### src/hdl/tcwq_pkg.sv
package tcwq_pkg;
  // Core clock rate
  localparam int CLK_FREQ_HZ = 100_000_000;
  // Batch length and enable minimum widths, in microseconds
  localparam int BATCH_US = 500;
  localparam int ENABLE_HIGH_MIN_US = 500;
  localparam int ENABLE_LOW_MIN_US = 500;
  // Cycle counts, clock rate in MHz rounded down
  localparam int BATCH_CYC = (BATCH_US * (CLK_FREQ_HZ / 1_000_000));
  localparam int ENABLE_HIGH_MIN_CYC = (ENABLE_HIGH_MIN_US * (CLK_FREQ_HZ / 1_000_000));
  localparam int ENABLE_LOW_MIN_CYC = (ENABLE_LOW_MIN_US * (CLK_FREQ_HZ / 1_000_000));
  // Interval counter width
  localparam int CNT_W = 20;
  // Register indices
  localparam logic [3:0] REG_CTRL = 4'h0;
  localparam logic [3:0] REG_STATUS = 4'h1;
  localparam logic [3:0] REG_BATCHES = 4'h2;
  localparam logic [3:0] REG_DISCARDS = 4'h3;
  // Control field positions
  localparam int CTRL_RX_QEC_EN = 0;
  localparam int CTRL_HD2_EN = 1;
  localparam int CTRL_ORX_QEC_EN = 2;
  localparam int CTRL_SIDE = 3;
  localparam logic [3:0] CTRL_RESET = 4'h0;
  // Feedback source choice
  typedef enum logic {TCWQ_SRC_INTERNAL, TCWQ_SRC_ORX} tcwq_src_t;
endpackage

### src/hdl/tcwq_top.sv
// Summary of operation
// Observation time split into 500 us batches
// Host gives ORx ten percent of Tx
// Host gives twenty percent in half TDD
// Host assigns time in 500 us multiples
// Enable high at least 500 us
// Enable low at least 500 us
// Short enable periods discard their observations
// Device picks feedback path itself
// Host provides external feedback path
// Rx and ORx tracking use traffic
// Host time-shares ORx path
// Rx QEC only while a receiver enabled
// Single enabled Rx channel tracked alone
// Host enables HD2 on supported profiles only
// HD2 watches band on carrier side
// Side 0 lower, 1 upper
// HD2 runs only while receivers enabled
// ORx QEC runs while ORx active
// Single enabled ORx channel tracked alone
// Intervals measured with own clock counter
`timescale 1ns/1ps
module tcwq_top
  import tcwq_pkg::*;
(
  input wire logic clock,
  input wire logic rst,
  input wire logic [1:0] rx_enable, // Receiver channel enable pins
  input wire logic [1:0] tx_enable, // Transmitter enable pins
  input wire logic [1:0] orx_enable, // Observation enable pins
  input wire logic [3:0] reg_addr,
  input wire logic [31:0] reg_wdata,
  input wire logic reg_wr,
  input wire logic reg_rd,
  output logic [31:0] reg_rdata,
  output logic [1:0] rx_qec_run, // Per-channel Rx QEC gate
  output logic [1:0] hd2_run, // Per-channel HD2 gate
  output logic [1:0] orx_qec_run, // Per-channel ORx QEC gate
  output logic hd2_upper_side, // Band side for HD2 correction
  output logic [2:0] batch_done, // Pulse: good batch (rx, tx, orx)
  output logic [2:0] batch_discard, // Pulse: short high or short preceding low (rx, tx, orx)
  output logic [1:0] fb_source // Feedback paths offered (internal, orx)
);

  // Six pins synchronised as one vector: rx[1:0], tx[3:2], orx[5:4]
  logic [5:0] pin_meta_q;
  logic [5:0] pin_q;
  logic [5:0] pin_raw;
  assign pin_raw = {orx_enable, tx_enable, rx_enable};

  // Two-stage synchroniser; first stage read only by the second
  always_ff @(posedge clock) begin
    if (rst) begin
      pin_meta_q <= '0;
      pin_q <= '0;
    end else begin
      pin_meta_q <= pin_raw;
      pin_q <= pin_meta_q;
    end
  end

  // Control register
  logic [3:0] ctrl_q;
  logic [15:0] batch_cnt_q [3]; // Good batch counters per path
  logic [15:0] discard_cnt_q [3]; // Discard counters per path
  logic [2:0] qual_q; // Qualified (long-enough) state per path
  logic [2:0] pend_disc; // Discard events this cycle
  logic [2:0] pend_batch; // Batch events this cycle

  // Per-path qualifier: path 0 rx, 1 tx, 2 orx
  genvar g;
  generate
    for (g = 0; g < 3; g++) begin : g_path
      logic en_any;
      logic en_prev_q;
      logic [CNT_W-1:0] hi_cnt_q; // High interval length
      logic [CNT_W-1:0] lo_cnt_q; // Low interval length
      logic [CNT_W-1:0] bat_cnt_q; // Cycles into current batch
      logic low_ok_q; // Preceding low long enough
      logic fall;
      logic rise;
      logic hi_ok;
      logic bat_end;
      assign en_any = pin_q[2*g] | pin_q[2*g+1];
      assign fall = en_prev_q & ~en_any;
      assign rise = ~en_prev_q & en_any;
      // Long enough high once counter reaches the minimum
      assign hi_ok = hi_cnt_q >= CNT_W'(ENABLE_HIGH_MIN_CYC);
      assign bat_end = en_any & low_ok_q & (bat_cnt_q == CNT_W'(BATCH_CYC - 1));
      // Short high or short preceding low spoils the period
      assign pend_disc[g] = fall & (~hi_ok | ~low_ok_q);
      assign pend_batch[g] = bat_end;
      assign qual_q[g] = en_any & low_ok_q & hi_ok;

      // Interval counters on the core clock, saturating
      always_ff @(posedge clock) begin
        if (rst) begin
          en_prev_q <= 1'b0;
          hi_cnt_q <= '0;
          bat_cnt_q <= '0;
          // Low time before the first rise counts as long enough
          lo_cnt_q <= CNT_W'(ENABLE_LOW_MIN_CYC);
          low_ok_q <= 1'b1;
        end else begin
          en_prev_q <= en_any;
          if (en_any) begin
            // Counting high time
            hi_cnt_q <= (rise || hi_ok) ? (rise ? CNT_W'(1) : hi_cnt_q) : hi_cnt_q + 1'b1;
            lo_cnt_q <= '0;
            bat_cnt_q <= (rise || bat_end) ? '0 : bat_cnt_q + 1'b1;
          end else begin
            hi_cnt_q <= '0;
            bat_cnt_q <= '0;
            if (lo_cnt_q < CNT_W'(ENABLE_LOW_MIN_CYC)) begin
              lo_cnt_q <= lo_cnt_q + 1'b1;
            end
          end
          // Low width judged at the rise; reset counts as long low
          if (rise) begin
            low_ok_q <= lo_cnt_q >= CNT_W'(ENABLE_LOW_MIN_CYC);
          end
        end
      end

      // Batch and discard never coincide: a batch needs the enable high,
      // a discard needs its fall, so one else-if chain is enough
      always_ff @(posedge clock) begin
        if (rst) begin
          batch_cnt_q[g] <= '0;
          discard_cnt_q[g] <= '0;
        end else if (pend_disc[g]) begin
          discard_cnt_q[g] <= discard_cnt_q[g] + 1'b1;
        end else if (bat_end) begin
          batch_cnt_q[g] <= batch_cnt_q[g] + 1'b1;
        end
      end
    end
  endgenerate

  // Event pulse outputs registered
  always_ff @(posedge clock) begin
    if (rst) begin
      batch_done <= '0;
      batch_discard <= '0;
    end else begin
      batch_done <= pend_batch;
      batch_discard <= pend_disc;
    end
  end

  // Tracking gates: per channel, only while that channel is enabled
  logic [1:0] rx_run_d;
  logic [1:0] hd2_run_d;
  logic [1:0] orx_run_d;
  assign rx_run_d = pin_q[1:0] & {2{ctrl_q[CTRL_RX_QEC_EN]}};
  assign hd2_run_d = pin_q[1:0] & {2{ctrl_q[CTRL_HD2_EN]}};
  assign orx_run_d = pin_q[5:4] & {2{ctrl_q[CTRL_ORX_QEC_EN]}};

  // Feedback path picked by the block itself: ORx input when Tx
  // runs and host is not using ORx, else internal loopback
  tcwq_src_t tx_src_d;
  assign tx_src_d = (|pin_q[3:2] && !(|pin_q[5:4])) ? TCWQ_SRC_ORX : TCWQ_SRC_INTERNAL;

  // Registered gate outputs
  always_ff @(posedge clock) begin
    if (rst) begin
      rx_qec_run <= '0;
      hd2_run <= '0;
      orx_qec_run <= '0;
      hd2_upper_side <= 1'b0;
      fb_source <= '0;
    end else begin
      rx_qec_run <= rx_run_d;
      hd2_run <= hd2_run_d;
      orx_qec_run <= orx_run_d;
      hd2_upper_side <= ctrl_q[CTRL_SIDE];
      fb_source <= {tx_src_d == TCWQ_SRC_ORX, 1'b1};
    end
  end

  // Register write
  always_ff @(posedge clock) begin
    if (rst) begin
      ctrl_q <= CTRL_RESET;
    end else if (reg_wr && reg_addr == REG_CTRL) begin
      ctrl_q <= reg_wdata[3:0];
    end
  end

  // Read decode
  logic [31:0] rd_d;
  assign rd_d = (reg_addr == REG_CTRL) ? {28'h0, ctrl_q} :
    (reg_addr == REG_STATUS) ? {23'h0, qual_q, pin_q} :
    (reg_addr == REG_BATCHES) ? {batch_cnt_q[1], batch_cnt_q[0]} :
    (reg_addr == REG_DISCARDS) ? {discard_cnt_q[1], discard_cnt_q[0]} : 32'h0;

  // Read data in the cycle after the strobe only
  always_ff @(posedge clock) begin
    if (rst) begin
      reg_rdata <= '0;
    end else begin
      reg_rdata <= reg_rd ? rd_d : 32'h0;
    end
  end

  // Checks below all run on the core clock and sleep during reset.
  // Gates are registered, so each is judged one edge after its pin.

  // Gate never runs on a disabled receiver
  AST_RX_GATE: assert property (@(posedge clock) disable iff (rst)
    !pin_q[0] |=> !rx_qec_run[0])
    else $error("rx qec ran while disabled");

  // Second receiver held off on its own pin only
  AST_RX_GATE1: assert property (@(posedge clock) disable iff (rst)
    !pin_q[1] |=> !rx_qec_run[1])
    else $error("rx qec ran on disabled second channel");

  // Enabled receiver with tracking on does run
  AST_RX_RUN: assert property (@(posedge clock) disable iff (rst)
    pin_q[0] && ctrl_q[CTRL_RX_QEC_EN] |=> rx_qec_run[0])
    else $error("rx qec idle");

  // Harmonic tracking stops with its receiver
  AST_HD2_GATE: assert property (@(posedge clock) disable iff (rst)
    !pin_q[1] |=> !hd2_run[1])
    else $error("hd2 ran while disabled");

  // Same for the first receiver
  AST_HD2_GATE0: assert property (@(posedge clock) disable iff (rst)
    !pin_q[0] |=> !hd2_run[0])
    else $error("hd2 ran on disabled first channel");

  // Harmonic tracking runs whenever allowed
  AST_HD2_RUN: assert property (@(posedge clock) disable iff (rst)
    pin_q[1] && ctrl_q[CTRL_HD2_EN] |=> hd2_run[1])
    else $error("hd2 idle");

  // Observation tracking confined to observation periods
  AST_ORX_GATE: assert property (@(posedge clock) disable iff (rst)
    !pin_q[4] |=> !orx_qec_run[0])
    else $error("orx qec ran while disabled");

  // Second observation channel held off on its own pin only
  AST_ORX_GATE1: assert property (@(posedge clock) disable iff (rst)
    !pin_q[5] |=> !orx_qec_run[1])
    else $error("orx qec ran on disabled second channel");

  // Observation tracking runs in the background when active
  AST_ORX_RUN: assert property (@(posedge clock) disable iff (rst)
    pin_q[4] && ctrl_q[CTRL_ORX_QEC_EN] |=> orx_qec_run[0])
    else $error("orx qec idle");

  // Side output follows the control bit one edge later
  AST_SIDE: assert property (@(posedge clock) disable iff (rst)
    hd2_upper_side == $past(ctrl_q[CTRL_SIDE]) || $past(rst))
    else $error("side mismatch");

  // Every receive-path discard event reaches the pulse output
  AST_DISC: assert property (@(posedge clock) disable iff (rst)
    pend_disc[0] |=> batch_discard[0])
    else $error("discard lost");

  // Transmit path discards reach the output too
  AST_DISC_TX: assert property (@(posedge clock) disable iff (rst)
    pend_disc[1] |=> batch_discard[1])
    else $error("tx discard lost");

  // Discards only happen at a fall, with the path low
  AST_DISC_LOW: assert property (@(posedge clock) disable iff (rst)
    pend_disc[0] |-> !(pin_q[0] | pin_q[1]))
    else $error("discard while enabled");

  // A fall before the high minimum must discard
  AST_SHORT_DISC: assert property (@(posedge clock) disable iff (rst)
    g_path[0].fall && !g_path[0].hi_ok |-> pend_disc[0])
    else $error("short period not discarded");

  // No batch straight after a rise
  AST_NO_EARLY_BATCH: assert property (@(posedge clock) disable iff (rst)
    $rose(pin_q[0]) && !pin_q[1] |-> (!pend_batch[0]) [*8])
    else $error("batch too early");

  // Batch events reach the pulse output
  AST_DONE: assert property (@(posedge clock) disable iff (rst)
    pend_batch[1] |=> batch_done[1])
    else $error("tx batch lost");

  // Batch pulse lasts one cycle; the next is a whole batch away
  AST_DONE_ONE: assert property (@(posedge clock) disable iff (rst)
    batch_done[0] |=> !batch_done[0])
    else $error("batch pulse too long");

  // Interval counters saturate at the minimum, never wrap
  AST_HI_SAT: assert property (@(posedge clock) disable iff (rst)
    g_path[0].hi_cnt_q <= CNT_W'(ENABLE_HIGH_MIN_CYC))
    else $error("high counter overran");

  // Low counter saturates the same way
  AST_LO_SAT: assert property (@(posedge clock) disable iff (rst)
    g_path[0].lo_cnt_q <= CNT_W'(ENABLE_LOW_MIN_CYC))
    else $error("low counter overran");

  // Host owns the observation input: block keeps off it
  AST_FB: assert property (@(posedge clock) disable iff (rst)
    (|pin_q[5:4]) |=> !fb_source[1])
    else $error("orx used while host owns it");

  // Transmit on and observation free: block takes the input
  AST_FB_TX: assert property (@(posedge clock) disable iff (rst)
    (|pin_q[3:2]) && !(|pin_q[5:4]) |=> fb_source[1])
    else $error("orx input not taken");

  // Internal loopback is always offered outside reset
  AST_FB_INT: assert property (@(posedge clock) disable iff (rst)
    1'b1 |=> fb_source[0])
    else $error("internal path missing");

  // Read data fall back to zero without a strobe
  AST_RDATA_IDLE: assert property (@(posedge clock) disable iff (rst)
    !reg_rd |=> reg_rdata == 32'h0)
    else $error("read data outside its cycle");

endmodule // tcwq_top

### config.mk
export PLATFORM = sky130hd
export DESIGN_NAME = tcwq_top
export DESIGN_NICKNAME = d
export VERILOG_FILES = /design/src/hdl/tcwq_pkg.sv /design/src/hdl/tcwq_top.sv
export SDC_FILE = /design/constraint.sdc
export NUM_CORES = 1
export LEC_CHECK = 0
export BUFFER_PORTS_ARGS = -buffer_cell sky130_fd_sc_hd__clkbuf_2
export CELL_PAD_IN_SITES_DETAIL_PLACEMENT = 1
export CELL_PAD_IN_SITES_GLOBAL_PLACEMENT = 1
export CORE_MARGIN = 2
export CORE_UTILIZATION = 47
export CTS_CLUSTER_DIAMETER = 50
export DETAILED_ROUTE_END_ITERATION = 10
export GPL_TIMING_DRIVEN = 0
export MAX_ROUTING_LAYER = met4
export PLACE_DENSITY = 0.92
export SLEW_MARGIN = 20
export SYNTH_ARGS = -nofsm -noshare
export SYNTH_HDL_FRONTEND = slang
export SYNTH_SLANG_ARGS = --single-unit
### constraint.sdc
create_clock -name clock -period 2.1 [get_ports clock]
set_input_delay 0.42 -clock clock [delete_from_list [all_inputs] [get_ports clock]]
set_output_delay 0.42 -clock clock [all_outputs]
set_load 0.02 [all_outputs]
==> impl_metrics.sql, run 1 <==
INSERT INTO impl_metrics (metric_group, metric, value, unit) VALUES
('layout', 'layout-drive-gt1-share', '0.1334', ''),
('floorplan', 'fp-row-count', '62', ''),
('worst_setup_path', 'setup.worst_path.end_class', 'flop', ''),
('yosys', 'synth_compound_area_frac', '0.08428', ''),
('floorplan', 'die_y', '174.9', 'um'),
('sta', 'finalMaxSlewViolations', '0', ''),
('worst_setup_path', 'crit_fanout', '10', ''),
('worst_hold_path', 'worstHoldPathType', 'input pin to flop', ''),
('routing', 'detail-route-antenna-nets', '0', ''),
('layout', 'nNetsFinal', '1653', ''),
('sta', 'transition_time_at_the_pin_with_the_least_slew_margin', '1011', 'ps'),
('pwr', 'power_frac_comb', '0.046', ''),
('yosys', 'synth_edf_count', '64', ''),
('worst_setup_path', 'timing.critical_path.arrival', '2430', 'ps'),
('routing', 'detail_route.wirelength', '41.11', 'mm'),
('layout', 'area_growth', '17.70', '%'),
('run_status', 'run_status', 'complete, no violations', ''),
('yosys', 'postSynthNetCount', '1539', ''),
('sta', 'worst_slack', '29.62', 'ps'),
('pwr', 'switching_share', '0.2339', ''),
('sta', 'fmax', '483.0', 'MHz'),
('sta', 'finClkSkew', '11.57', 'ps'),
('clock_network', 'cts.clk_slew.worst_paths', '60', 'ps'),
('global_routing', 'groute.usage.overall', '0.2649', ''),
('routing', 'total_number_of_vias', '12010', ''),
('pwr', 'sequential_power_share', '0.472', ''),
('yosys', 'post_synth_xor_area_fraction', '0.1091', ''),
('pwr', 'p_per_area', '848.7', 'mW/mm2'),
('flow_run', 'max_cap_viol_count', '0', ''),
('yosys', 'number_of_synthesized_register_bits', '313', ''),
('sta', 'relSlewSlack', '0.3210', ''),
('worst_setup_path', 'crit_path_start_kind', 'flop', ''),
('sta', 'timing.final.crit_period', '2070', 'ps'),
('sta', 'setup_violations', '0', ''),
('routing', 'post-route-drc-count', '0', ''),
('floorplan', 'floorplan.core_area', '0.02870', 'mm2'),
('pwr', 'power.static_leakage', '5.773', 'nW'),
('yosys', 'netlist_instances', '1474', ''),
('global_routing', 'first_global_vias', '12270', ''),
('routing', 'route.detailed.vias_per_inst', '6.013', ''),
('yosys', 'synth_mux_area_frac', '0.01221', ''),
('routing', 'drtIter0Drc', '972', ''),
('pwr', 'total_power', '0.01372', 'W'),
('sta', 'rsz0062_at_grt', 'true', ''),
('worst_setup_path', 'timing.critical_path.required', '2460', 'ps'),
('global_routing', 'number_of_antenna_violations_at_the_first_check_in_global_routing', '2', ''),
('sta', 'timing.setup.tns', '0', 'ps'),
('global_routing', 'first_pass_grt_wire_length', '64.04', 'mm'),
('placed_design', 'placement.io_buffers', '62', ''),
('clock_network', 'clock_sinks', '313', ''),
('pwr', 'vdd_ir_drop_max', '539.2', 'uV'),
('yosys', 'yosysSeqAreaShare', '0.5030', ''),
('yosys', 'synth_area_per_cell', '9.316', 'um2'),
('global_routing', 'globalRoute.totalOverflow', '0', ''),
('yosys', 'synth_simple_gate_area_share', '0.2497', ''),
('floorplan', 'io_pins', '93', ''),
('yosys', 'synthDistinctLibCells', '58', ''),
('layout', 'layout_common_cells', 'sky130_fd_sc_hd__nor2_1, sky130_fd_sc_hd__dfxtp_1, sky130_fd_sc_hd__nand2_1', ''),
('clock_network', 'tritoncts', 'yes', ''),
('global_routing', 'grt_start_max_net_pins', '17', ''),
('floorplan', 'chipWidth', '174.9', 'um'),
('pwr', 'internal_pwr_total', '0.01051', 'W'),
('yosys', 'synth_async_sr_flop_share', '0', ''),
('yosys', 'synth_top_family_by_area', 'simple AND/OR/NAND/NOR gates', ''),
('sta', 'timing_hold_violations_final', '0', ''),
('pwr', 'power.switching', '0.003209', 'W'),
('yosys', 'yosys.area_share.adder', '0.01731', ''),
('floorplan', 'initial_utilization', '0.4784', ''),
('yosys', 'ys_dominant_reg_cell', 'sky130_fd_sc_hd__dfxtp_1', ''),
('placed_design', 'pre_cts_ws', '-1111', 'ps'),
('clock_network', 'clock_latency_at_the_later_pin_of_the_worst_skew_pair', '530', 'ps');
[flip-flops by register name, summed over array words and instances (netlist names), 3 cells and up]
name,cells
batch_done,3
g_path.bat_cnt_q,60
g_path.en_prev_q,3
g_path.hi_cnt_q,60
discard_cnt_q,32
g_path.low_ok_q,3
pin_q,6
reg_rdata,32
batch_cnt_q,32
g_path.lo_cnt_q,60
ctrl_q,4
pin_meta_q,6
batch_discard,3
[layer usage]
| metal | wire, um | part of all wire | up-vias | GRT usage |
|---|---|---|---|---|
| met3 | 2263 | 0.055 | 136 | 0.04069 |
| met5 | 0 | 0 | - | - |
| li1 | - | - | 5414 | - |
| met2 | 20560 | 0.50 | 453 | 0.4544 |
| met4 | 1633 | 0.040 | 0 | 0.09583 |
| met1 | 16650 | 0.40 | 6004 | 0.3159 |
[worst max-delay path, cell delays in order, from the launching register on]
cell                       delay (ps)
sky130_fd_sc_hd__dfxtp_1          340
sky130_fd_sc_hd__or4b_1           540
sky130_fd_sc_hd__nor4_2           270
sky130_fd_sc_hd__nand4_1          250
sky130_fd_sc_hd__clkbuf_2         310
sky130_fd_sc_hd__nor2_1           200
[through the flow]
stage | hold WS, ps | cell area [um2] | util | cells
after floorplan | 413.2 | 13730 | - | 1474
after global placement | 418.5 | 14520 | 0.5060 | 1920
after detailed placement | 440.0 | 14520 | 0.5060 | 1920
after CTS | 106.9 | 15960 | 0.5559 | 1989
after global routing | 129.3 | 16160 | 0.5631 | 1997
final | 109.8 | 16160 | 0.5631 | 1997
[timing repair]
action                     4_1_cts  5_1_grt
gates resized for setup         33       47
gates cloned                     0        1
setup endpoints to repair      170      154
pin swaps                        7        7
buffers inserted                 7        8
[cell usage after synthesis, types with 28 or more instances]
library cell	n	share of area
sky130_fd_sc_hd__dfxtp_1	249	0.36
sky130_fd_sc_hd__nor2_1	245	0.067
sky130_fd_sc_hd__nand2_1	108	0.030
sky130_fd_sc_hd__xnor2_1	101	0.064
sky130_fd_sc_hd__nand3_1	75	0.027
sky130_fd_sc_hd__xor2_1	70	0.045
sky130_fd_sc_hd__edfxtp_1	64	0.14
sky130_fd_sc_hd__a21oi_1	59	0.022
sky130_fd_sc_hd__nand4_1	55	0.025
sky130_fd_sc_hd__and3_1	49	0.022
sky130_fd_sc_hd__clkbuf_1	46	0.013
sky130_fd_sc_hd__nor4_1	34	0.015
sky130_fd_sc_hd__inv_1	33	0.0090
sky130_fd_sc_hd__o21ai_0	28	0.010
[layout make-up]
type	instances	area [um2]
fill	3266	12540
clock inverter	13	157.7
multi-input combinational	1074	6739
tap	384	480.5
antenna	1	2.502
clock buffer	50	1089
inverter	33	123.9
buffer	52	232.7
sequential	313	6915
timing repair buffer	77	422.9
[final timing paths]
path | from | endpoint | slack [ps] | cells after the start
min reg2reg | pin_meta_q[5] | pin_q[5] | 460 | 1
max reg2reg | g_path[1].bat_cnt_q[16] | batch_cnt_q[1][5] | 30 | 5
max | g_path[1].bat_cnt_q[16] | batch_cnt_q[1][5] | 30 | 5
min | tx_enable[1] | pin_meta_q[3] | 110 | 2
[kinds of logic (layout without fill, tap and decap cells)]
kind of cell | count (synthesis) | in the layout
other | 0 | 1
xor gates and xnor gates | 171 | 171
buffers and inverters | 88 | 225
DFF | 313 | 313
AOI/OAI and AO/OA | 177 | 177
muxes | 13 | 13
adders and majority gates | 19 | 19
and+or+nand+nor | 693 | 694
[power by group through the flow]
stage | clock network [W] | logic (W) | registers (W)
finish | 0.00661 | 0.000633 | 0.00647
global route | 0.00695 | 0.000689 | 0.00648
CTS | 0.00670 | 0.000602 | 0.00645
detailed placement | 0 | 0.000566 | 0.00658
global placement | 0 | 0.000529 | 0.00656
floorplan | 0 | 0.000387 | 0.00653
(Power assumes the default switching activity.)
==> inputs of run 2 (changes only) <==
--- a/config.mk
+++ b/config.mk
@@ -9,12 +9,12 @@
 export CELL_PAD_IN_SITES_DETAIL_PLACEMENT = 1
 export CELL_PAD_IN_SITES_GLOBAL_PLACEMENT = 1
 export CORE_MARGIN = 2
-export CORE_UTILIZATION = 47
+export CORE_UTILIZATION = 50
 export CTS_CLUSTER_DIAMETER = 50
 export DETAILED_ROUTE_END_ITERATION = 10
 export GPL_TIMING_DRIVEN = 0
 export MAX_ROUTING_LAYER = met4
-export PLACE_DENSITY = 0.92
+export PLACE_DENSITY = 0.95
 export SLEW_MARGIN = 20
 export SYNTH_ARGS = -nofsm -noshare
 export SYNTH_HDL_FRONTEND = slang
==> constraint.sdc (replaced) <==
create_clock -name clock -period 2.7 [get_ports clock]
set_input_delay 0.54 -clock clock [delete_from_list [all_inputs] [get_ports clock]]
set_output_delay 0.54 -clock clock [all_outputs]
set_load 0.02 [all_outputs]
==> run 2 against run 1 <==
Clock power shrank 22%. Wire length is 3.6% higher. First-iteration DRC count grew 5.6%. Combinational power shrank 24%. Global-route usage grew 4.4 points. Register-to-register slack better by 190 ps.
==> impl_metrics.sql, run 2 (synthesis gave the netlist of run 1 again) <==
INSERT INTO impl_metrics (metric_group, metric, value, unit) VALUES
('run_status', 'run_status', 'complete, no violations', ''),
('placed_design', 'placement.io_buffers', '62', ''),
('pwr', 'switching_share', '0.2392', ''),
('placed_design', 'placer_s_final_routability_congestion_estimate', '0.8834', ''),
('global_routing', 'number_of_antenna_violations_at_the_first_check_in_global_routing', '1', ''),
('sta', 'relSlewSlack', '0.2057', ''),
('worst_setup_path', 'crit_path_start_kind', 'input pin', ''),
('worst_setup_path', 'setup.worst_path.end_class', 'flop', ''),
('pwr', 'internal_pwr_total', '0.008138', 'W'),
('pwr', 'total_power', '0.01070', 'W'),
('pwr', 'clock_power_share', '0.485', ''),
('floorplan', 'io_pins', '93', ''),
('sta', 'finalMaxSlewViolations', '0', ''),
('global_routing', 'grt_start_max_net_pins', '17', ''),
('global_routing', 'first_pass_grt_wire_length', '69.01', 'mm'),
('pwr', 'power.switching', '0.002558', 'W'),
('sta', 'transition_time_at_the_pin_with_the_least_slew_margin', '1182', 'ps'),
('routing', 'post-route-drc-count', '0', ''),
('clock_network', 'cts-buffers-inserted', '38', ''),
('sta', 'finalHoldWorstSlack', '222.1', 'ps'),
('sta', 'setup_violations', '0', ''),
('clock_network', 'clock_sinks', '313', ''),
('worst_setup_path', 'crit_chain', 'clkbuf_1 > inv_1 > clkbuf_1 > clkbuf_1 > nand2_2', ''),
('floorplan', 'die_y', '169.7', 'um'),
('worst_setup_path', 'worst_stage_delay_on_the_critical_path', '590', 'ps'),
('worst_hold_path', 'worstHoldPathType', 'input pin to flop', ''),
('worst_setup_path', 'critical_path.n_buffers_inverters', '4', ''),
('floorplan', 'chipWidth', '169.7', 'um'),
('pwr', 'vdd_ir_drop_max', '454.3', 'uV'),
('pwr', 'power.static_leakage', '5.610', 'nW'),
('routing', 'detail_route.wirelength', '42.60', 'mm'),
('worst_setup_path', 'critical_path.slowest_cell', 'sky130_fd_sc_hd__clkbuf_1', ''),
('routing', 'detail-route-antenna-nets', '0', ''),
('layout', 'area_growth', '14.78', '%'),
('worst_setup_path', 'timing.critical_path.required', '2850', 'ps'),
('global_routing', 'groute.usage.overall', '0.3088', ''),
('clock_network', 'cts-hold-fix-buffers', '0', ''),
('floorplan', 'fp-row-count', '60', ''),
('pwr', 'sequential_power_share', '0.470', ''),
('worst_setup_path', 'critical-path-top-cell-by-count', 'sky130_fd_sc_hd__clkbuf_1', ''),
('routing', 'route.detailed.wl_per_inst', '21.89', 'um'),
('worst_setup_path', 'timing.critical_path.arrival', '2720', 'ps'),
('flow_run', 'max_cap_viol_count', '0', ''),
('clock_network', 'clock_latency_at_the_later_pin_of_the_worst_skew_pair', '530', 'ps'),
('clock_network', 'cts-root-buf', 'sky130_fd_sc_hd__clkbuf_16', ''),
('clock_network', 'h-tree-depth', '2', ''),
('global_routing', 'globalRoute.totalOverflow', '0', ''),
('sta', 'finClkSkew', '21.05', 'ps'),
('routing', 'route.detailed.vias_per_inst', '6.094', ''),
('worst_setup_path', 'path_class', 'input pin to flop', ''),
('worst_setup_path', 'crit_fanout', '16', ''),
('clock_network', 'cts.clk_slew.worst_paths', '60', 'ps'),
('routing', 'drt_pre_antenna_iters', '5', ''),
('layout', 'most_common_library_cell_in_the_layout_ignoring_fill_and_taps', 'sky130_fd_sc_hd__dfxtp_1', ''),
('routing', 'total_number_of_vias', '11860', ''),
('sta', 'final.period_utilization', '0.9505', ''),
('layout', 'fill_cells', '3037', ''),
('sta', 'timing_hold_violations_final', '0', ''),
('layout', 'layout_common_cells', 'sky130_fd_sc_hd__dfxtp_1, sky130_fd_sc_hd__nor2_1, sky130_fd_sc_hd__nand2_1', ''),
('worst_setup_path', 'cp_top_family', 'buffers and inverters', ''),
('floorplan', 'initial_utilization', '0.5095', ''),
('layout', 'biggestRegsByFlops', 'g_path.bat_cnt_q: 60 flops, g_path.hi_cnt_q: 60 flops, g_path.lo_cnt_q: 60 flops', ''),
('pwr', 'p_per_area', '678.6', 'mW/mm2'),
('layout', 'nNetsFinal', '1641', ''),
('layout', 'multi_input_comb_area', '0.006519', 'mm2'),
('floorplan', 'floorplan.core_area', '0.02695', 'mm2'),
('floorplan', 'die_area', '0.02880', 'mm2'),
('sta', 'fmax', '389.6', 'MHz'),
('clock_network', 'cts_buffer_depth', '3', ''),
('global_routing', 'first_global_vias', '12780', ''),
('layout', 'layout-drive-gt1-share', '0.09601', ''),
('routing', 'drtIter0Drc', '1026', ''),
('layout', 'finalCoreUtilization', '0.5848', ''),
('sta', 'timing.setup.tns', '0', 'ps'),
('sta', 'timing.final.crit_period', '2566', 'ps'),
('layout', 'seq_area', '0.006907', 'mm2'),
('placed_design', 'half_perimeter_wire_length_of_the_detailed_placement_result', '26.67', 'mm'),
('pwr', 'power_frac_comb', '0.045', ''),
('clock_network', 'tritoncts', 'yes', '');
run 2: cell count changes in the layout (fill, tap and decap cells not counted), sizes merged:
cell      previous run  this run
buf                 22         9
clkbuf             157       159
clkinvlp             1         3
clkinv               6         7
inv                 36        37
or2                  4         3
run 2: repair_timing:
action                     in CTS  in global routing
buffers inserted                0                  0
pin swaps                       0                  0
resized for setup               1                  3
cloned                          0                  0
hold endpoints to repair        0                  0
setup endpoints to repair      37                 45
run 2: worst register-to-register path, cell delays in order (launching register included):
cell and delay [ps]:
sky130_fd_sc_hd__dfxtp_1 350, sky130_fd_sc_hd__nor4_1 340, sky130_fd_sc_hd__nand4_1 240, sky130_fd_sc_hd__nor4_4 520
sky130_fd_sc_hd__nand2_1 330, sky130_fd_sc_hd__clkbuf_1 350, sky130_fd_sc_hd__nor2_1 210
run 2: final cells by class:
type | instances | area share
buffer | 55 | 0.01350
inverter | 33 | 0.007859
multi-input combinational | 1073 | 0.4136
clock buffer | 51 | 0.06795
clock inverter | 17 | 0.01199
antenna | 1 | 0.0001588
sequential | 313 | 0.4382
tap | 341 | 0.02707
timing repair buffer | 62 | 0.01969
run 2: through the flow:
| step | cell area [um2] | setup WS (ps) | cells |
|---|---|---|---|
| floorplan | 13730 | 683.6 | 1474 |
| global placement | 14470 | -357.6 | 1877 |
| detailed placement | 14470 | -435.4 | 1877 |
| CTS | 15740 | 35.17 | 1945 |
| global route | 15760 | -11.92 | 1946 |
| finish | 15760 | 133.5 | 1946 |
run 2: metal layers:
metal,part of all wire,global-route usage,vias to the layer above
li1,-,-,5384
met1,0.40,0.3525,5878
met2,0.51,0.5437,458
met3,0.055,0.04594,139
met4,0.040,0.1267,0
met5,0,-,-
run 2: power by group through the flow:
stage	logic (W)	clock network, W	registers [W]
2_1_floorplan	0.000301	0	0.00508
3_3_place_gp	0.000410	0	0.00510
3_5_place_dp	0.000442	0	0.00512
4_1_cts	0.000469	0.00523	0.00503
5_1_grt	0.000518	0.00540	0.00504
6_report	0.000479	0.00518	0.00503
run 2: path summary, 6_finish.rpt:
check / depth (start not counted) / endpoint / slack [ps] / from
min: 2 / pin_meta_q[4] / 220 / orx_enable[0]
max reg2reg: 6 / batch_cnt_q[0][0] / 220 / g_path[0].bat_cnt_q[12]
min reg2reg: 1 / pin_q[4] / 440 / pin_meta_q[4]
max: 5 / batch_cnt_q[1][3] / 130 / rst
==> inputs of run 3 (changes only) <==
==> constraint.sdc (replaced) <==
create_clock -name clock -period 3 [get_ports clock]
set_input_delay 0.6 -clock clock [delete_from_list [all_inputs] [get_ports clock]]
set_output_delay 0.6 -clock clock [all_outputs]
set_load 0.02 [all_outputs]
==> run 3 against run 2 <==
Register-to-register slack better by 70 ps. Combinational power is 10% lower. Clock-buffer cell count stayed put. Sequential share of layout area hardly changed. Wire length is 0.15% lower. Power is 10% lower. Setup slack better by 17 ps. First-iteration DRC count is 10% higher. Hold slack better by 52 ps. Clock skew is 4.6 ps higher. Sequential power is 9.9% lower. Critical path type unchanged.
==> impl_metrics.sql, run 3 (synthesis gave the netlist of run 1 again) <==
INSERT INTO impl_metrics (metric_group, metric, value, unit) VALUES
('run_status', 'run_status', 'complete, no violations', ''),
('floorplan', 'initial_utilization', '0.5095', ''),
('global_routing', 'first_pass_grt_wire_length', '68.88', 'mm'),
('worst_setup_path', 'critical_path.n_buffers_inverters', '4', ''),
('worst_setup_path', 'timing.critical_path.required', '3090', 'ps'),
('clock_network', 'cts-buffers-inserted', '38', ''),
('sta', 'final.period_utilization', '0.9497', ''),
('worst_setup_path', 'crit_chain', 'clkbuf_1 > inv_1 > clkbuf_1 > clkbuf_1 > nand2_1', ''),
('routing', 'detail-route-antenna-nets', '0', ''),
('worst_hold_path', 'worstHoldPathType', 'input pin to flop', ''),
('placed_design', 'placement.io_buffers', '62', ''),
('worst_setup_path', 'critical-path-top-cell-by-count', 'sky130_fd_sc_hd__clkbuf_1', ''),
('worst_setup_path', 'critical_path.slowest_cell', 'sky130_fd_sc_hd__nand2_1', ''),
('worst_setup_path', 'crit_fanout', '16', ''),
('routing', 'route.detailed.vias_per_inst', '6.114', ''),
('worst_hold_path', 'timing.hold.worst.start', 'orx_enable[0]', ''),
('layout', 'layout-drive-gt1-share', '0.09476', ''),
('worst_setup_path', 'r2r_cells', '6', ''),
('pwr', 'power.static_leakage', '5.595', 'nW'),
('sta', 'timing_hold_violations_final', '0', ''),
('layout', 'fill_cells', '3042', ''),
('sta', 'timing.setup.tns', '0', 'ps'),
('worst_setup_path', 'worst_stage_delay_on_the_critical_path', '640', 'ps'),
('floorplan', 'die_y', '169.7', 'um'),
('floorplan', 'io_pins', '93', ''),
('layout', 'final_cell_count_no_fill', '1946', ''),
('layout', 'nNetsFinal', '1641', ''),
('worst_hold_path', 'worstHoldPathCells', '2', ''),
('clock_network', 'tritoncts', 'yes', ''),
('clock_network', 'cts-root-buf', 'sky130_fd_sc_hd__clkbuf_16', ''),
('layout', 'layout_common_cells', 'sky130_fd_sc_hd__dfxtp_1, sky130_fd_sc_hd__nor2_1, sky130_fd_sc_hd__nand2_1', ''),
('layout', 'final_design_area_no_fill', '0.01574', 'mm2'),
('worst_setup_path', 'ff_to_ff_end', 'batch_cnt_q[0][0]', ''),
('global_routing', 'globalRoute.totalOverflow', '0', ''),
('placed_design', 'dpl_cell_area', '0.01447', 'mm2'),
('pwr', 'p_per_area', '611.6', 'mW/mm2'),
('placed_design', 'half_perimeter_wire_length_of_the_detailed_placement_result', '26.67', 'mm'),
('sta', 'rsz0062_at_grt', 'false', ''),
('floorplan', 'chipWidth', '169.7', 'um'),
('floorplan', 'die_area', '0.02880', 'mm2'),
('global_routing', 'number_of_antenna_violations_at_the_first_check_in_global_routing', '1', ''),
('sta', 'timing.final.crit_period', '2849', 'ps'),
('global_routing', 'groute.usage.overall', '0.3080', ''),
('placed_design', 'dp.cells', '1877', ''),
('sta', 'setup_violations', '0', ''),
('clock_network', 'cts_post_setup_buffers_inserted', '0', ''),
('clock_network', 'clock_latency_at_the_later_pin_of_the_worst_skew_pair', '540', 'ps'),
('global_routing', 'grt_start_max_net_pins', '17', ''),
('worst_setup_path', 'rrSetupSlack', '290', 'ps'),
('sta', 'transition_time_at_the_pin_with_the_least_slew_margin', '1116', 'ps'),
('sta', 'finClkSkew', '25.68', 'ps'),
('routing', 'drtIter0Drc', '1133', ''),
('worst_setup_path', 'setup.worst_path.end_class', 'flop', ''),
('clock_network', 'cts.clk_slew.worst_paths', '60', 'ps'),
('routing', 'post-route-drc-count', '0', ''),
('routing', 'route.detailed.wl_per_inst', '21.86', 'um'),
('sta', 'finalMaxSlewViolations', '0', ''),
('layout', 'biggestRegsByFlops', 'g_path.bat_cnt_q: 60 flops, g_path.hi_cnt_q: 60 flops, g_path.lo_cnt_q: 60 flops', ''),
('sta', 'fmax', '351.0', 'MHz'),
('worst_setup_path', 'timing.critical_path.arrival', '2940', 'ps'),
('floorplan', 'fp-row-count', '60', ''),
('global_routing', 'first_global_vias', '12760', ''),
('layout', 'area_growth', '14.65', '%'),
('clock_network', 'cts_buffer_depth', '3', ''),
('sta', 'relSlewSlack', '0.2504', ''),
('placed_design', 'placer_s_final_routability_congestion_estimate', '0.8834', ''),
('flow_run', 'max_cap_viol_count', '0', ''),
('clock_network', 'h-tree-depth', '2', ''),
('floorplan', 'floorplan.core_area', '0.02695', 'mm2'),
('routing', 'detail_route.wirelength', '42.53', 'mm'),
('routing', 'total_number_of_vias', '11900', ''),
('worst_setup_path', 'path_class', 'input pin to flop', ''),
('worst_setup_path', 'crit_path_start_kind', 'input pin', ''),
('pwr', 'vdd_ir_drop_max', '408.9', 'uV'),
('layout', 'most_common_library_cell_in_the_layout_ignoring_fill_and_taps', 'sky130_fd_sc_hd__dfxtp_1', ''),
('clock_network', 'clock_sinks', '313', ''),
('clock_network', 'cts.repair.resized', '0', ''),
('worst_setup_path', 'worst_r2r_startpoint', 'g_path[0].bat_cnt_q[18]', ''),
('worst_hold_path', 'worstHoldEndpoint', 'pin_meta_q[4]', ''),
('clock_network', 'cts-hold-fix-buffers', '0', ''),
('worst_setup_path', 'cp_top_family', 'buffers and inverters', ''),
('routing', 'drt_pre_antenna_iters', '5', '');
==> run 3: how the worst max path moves through the flow <==
| stage | cells past startpoint | startpoint | endpoint |
|---|---|---|---|
| after floorplan | 4 | rst | discard_cnt_q[0][0] |
| after global placement | 5 | rst | batch_cnt_q[1][2] |
| after detailed placement | 5 | rst | batch_cnt_q[1][4] |
| after CTS | 6 | g_path[0].bat_cnt_q[18] | batch_cnt_q[0][0] |
| after global routing | 5 | rst | batch_cnt_q[1][3] |
| final | 5 | rst | batch_cnt_q[1][3] |
==> run 3: area by class of cell <==
type / instances / area (um2) / share of cell area
Tap cell: 341 / 426.7 / 0.02710
Clock buffer: 51 / 1071 / 0.06803
Inverter: 33 / 123.9 / 0.007868
Sequential cell: 313 / 6907 / 0.4387
Multi-Input combinational cell: 1073 / 6501 / 0.4129
Clock inverter: 17 / 188.9 / 0.01200
Buffer: 55 / 212.7 / 0.01351
Timing Repair Buffer: 62 / 310.3 / 0.01971
Antenna cell: 1 / 2.502 / 0.0001589
==> run 3: report_power, final <==
group	internal (W)	total, W	switching, W
Combinational	0.000140	0.000431	0.000291
Sequential	0.00439	0.00453	0.000134
Clock	0.00279	0.00467	0.00188
Total	0.00732	0.00963	0.00230
==> run 3: through the flow <==
| step | utilization | total power (W) | setup WS [ps] | hold slack, ps |
|---|---|---|---|---|
| 3_3_place_gp | 0.5369 | 0.004962 | -117.6 | 418.3 |
| 3_5_place_dp | 0.5369 | 0.005005 | -195.4 | 428.1 |
| 4_1_cts | 0.5836 | 0.009650 | 11.27 | 276.1 |
| 6_report | 0.5842 | 0.009628 | 150.8 | 274.5 |
| 5_1_grt | 0.5842 | 0.009870 | 89.50 | 290.1 |
| 2_1_floorplan | - | 0.004842 | 923.6 | 413.2 |
==> run 3: metal layers <==
metal	routed length, um	up-vias	part of all wire	global-route usage
li1	-	5385	-	-
met1	16840	5905	0.40	0.3516
met2	21660	463	0.51	0.5423
met3	2383	145	0.056	0.04688
met4	1644	0	0.039	0.1245
met5	0	-	0	-
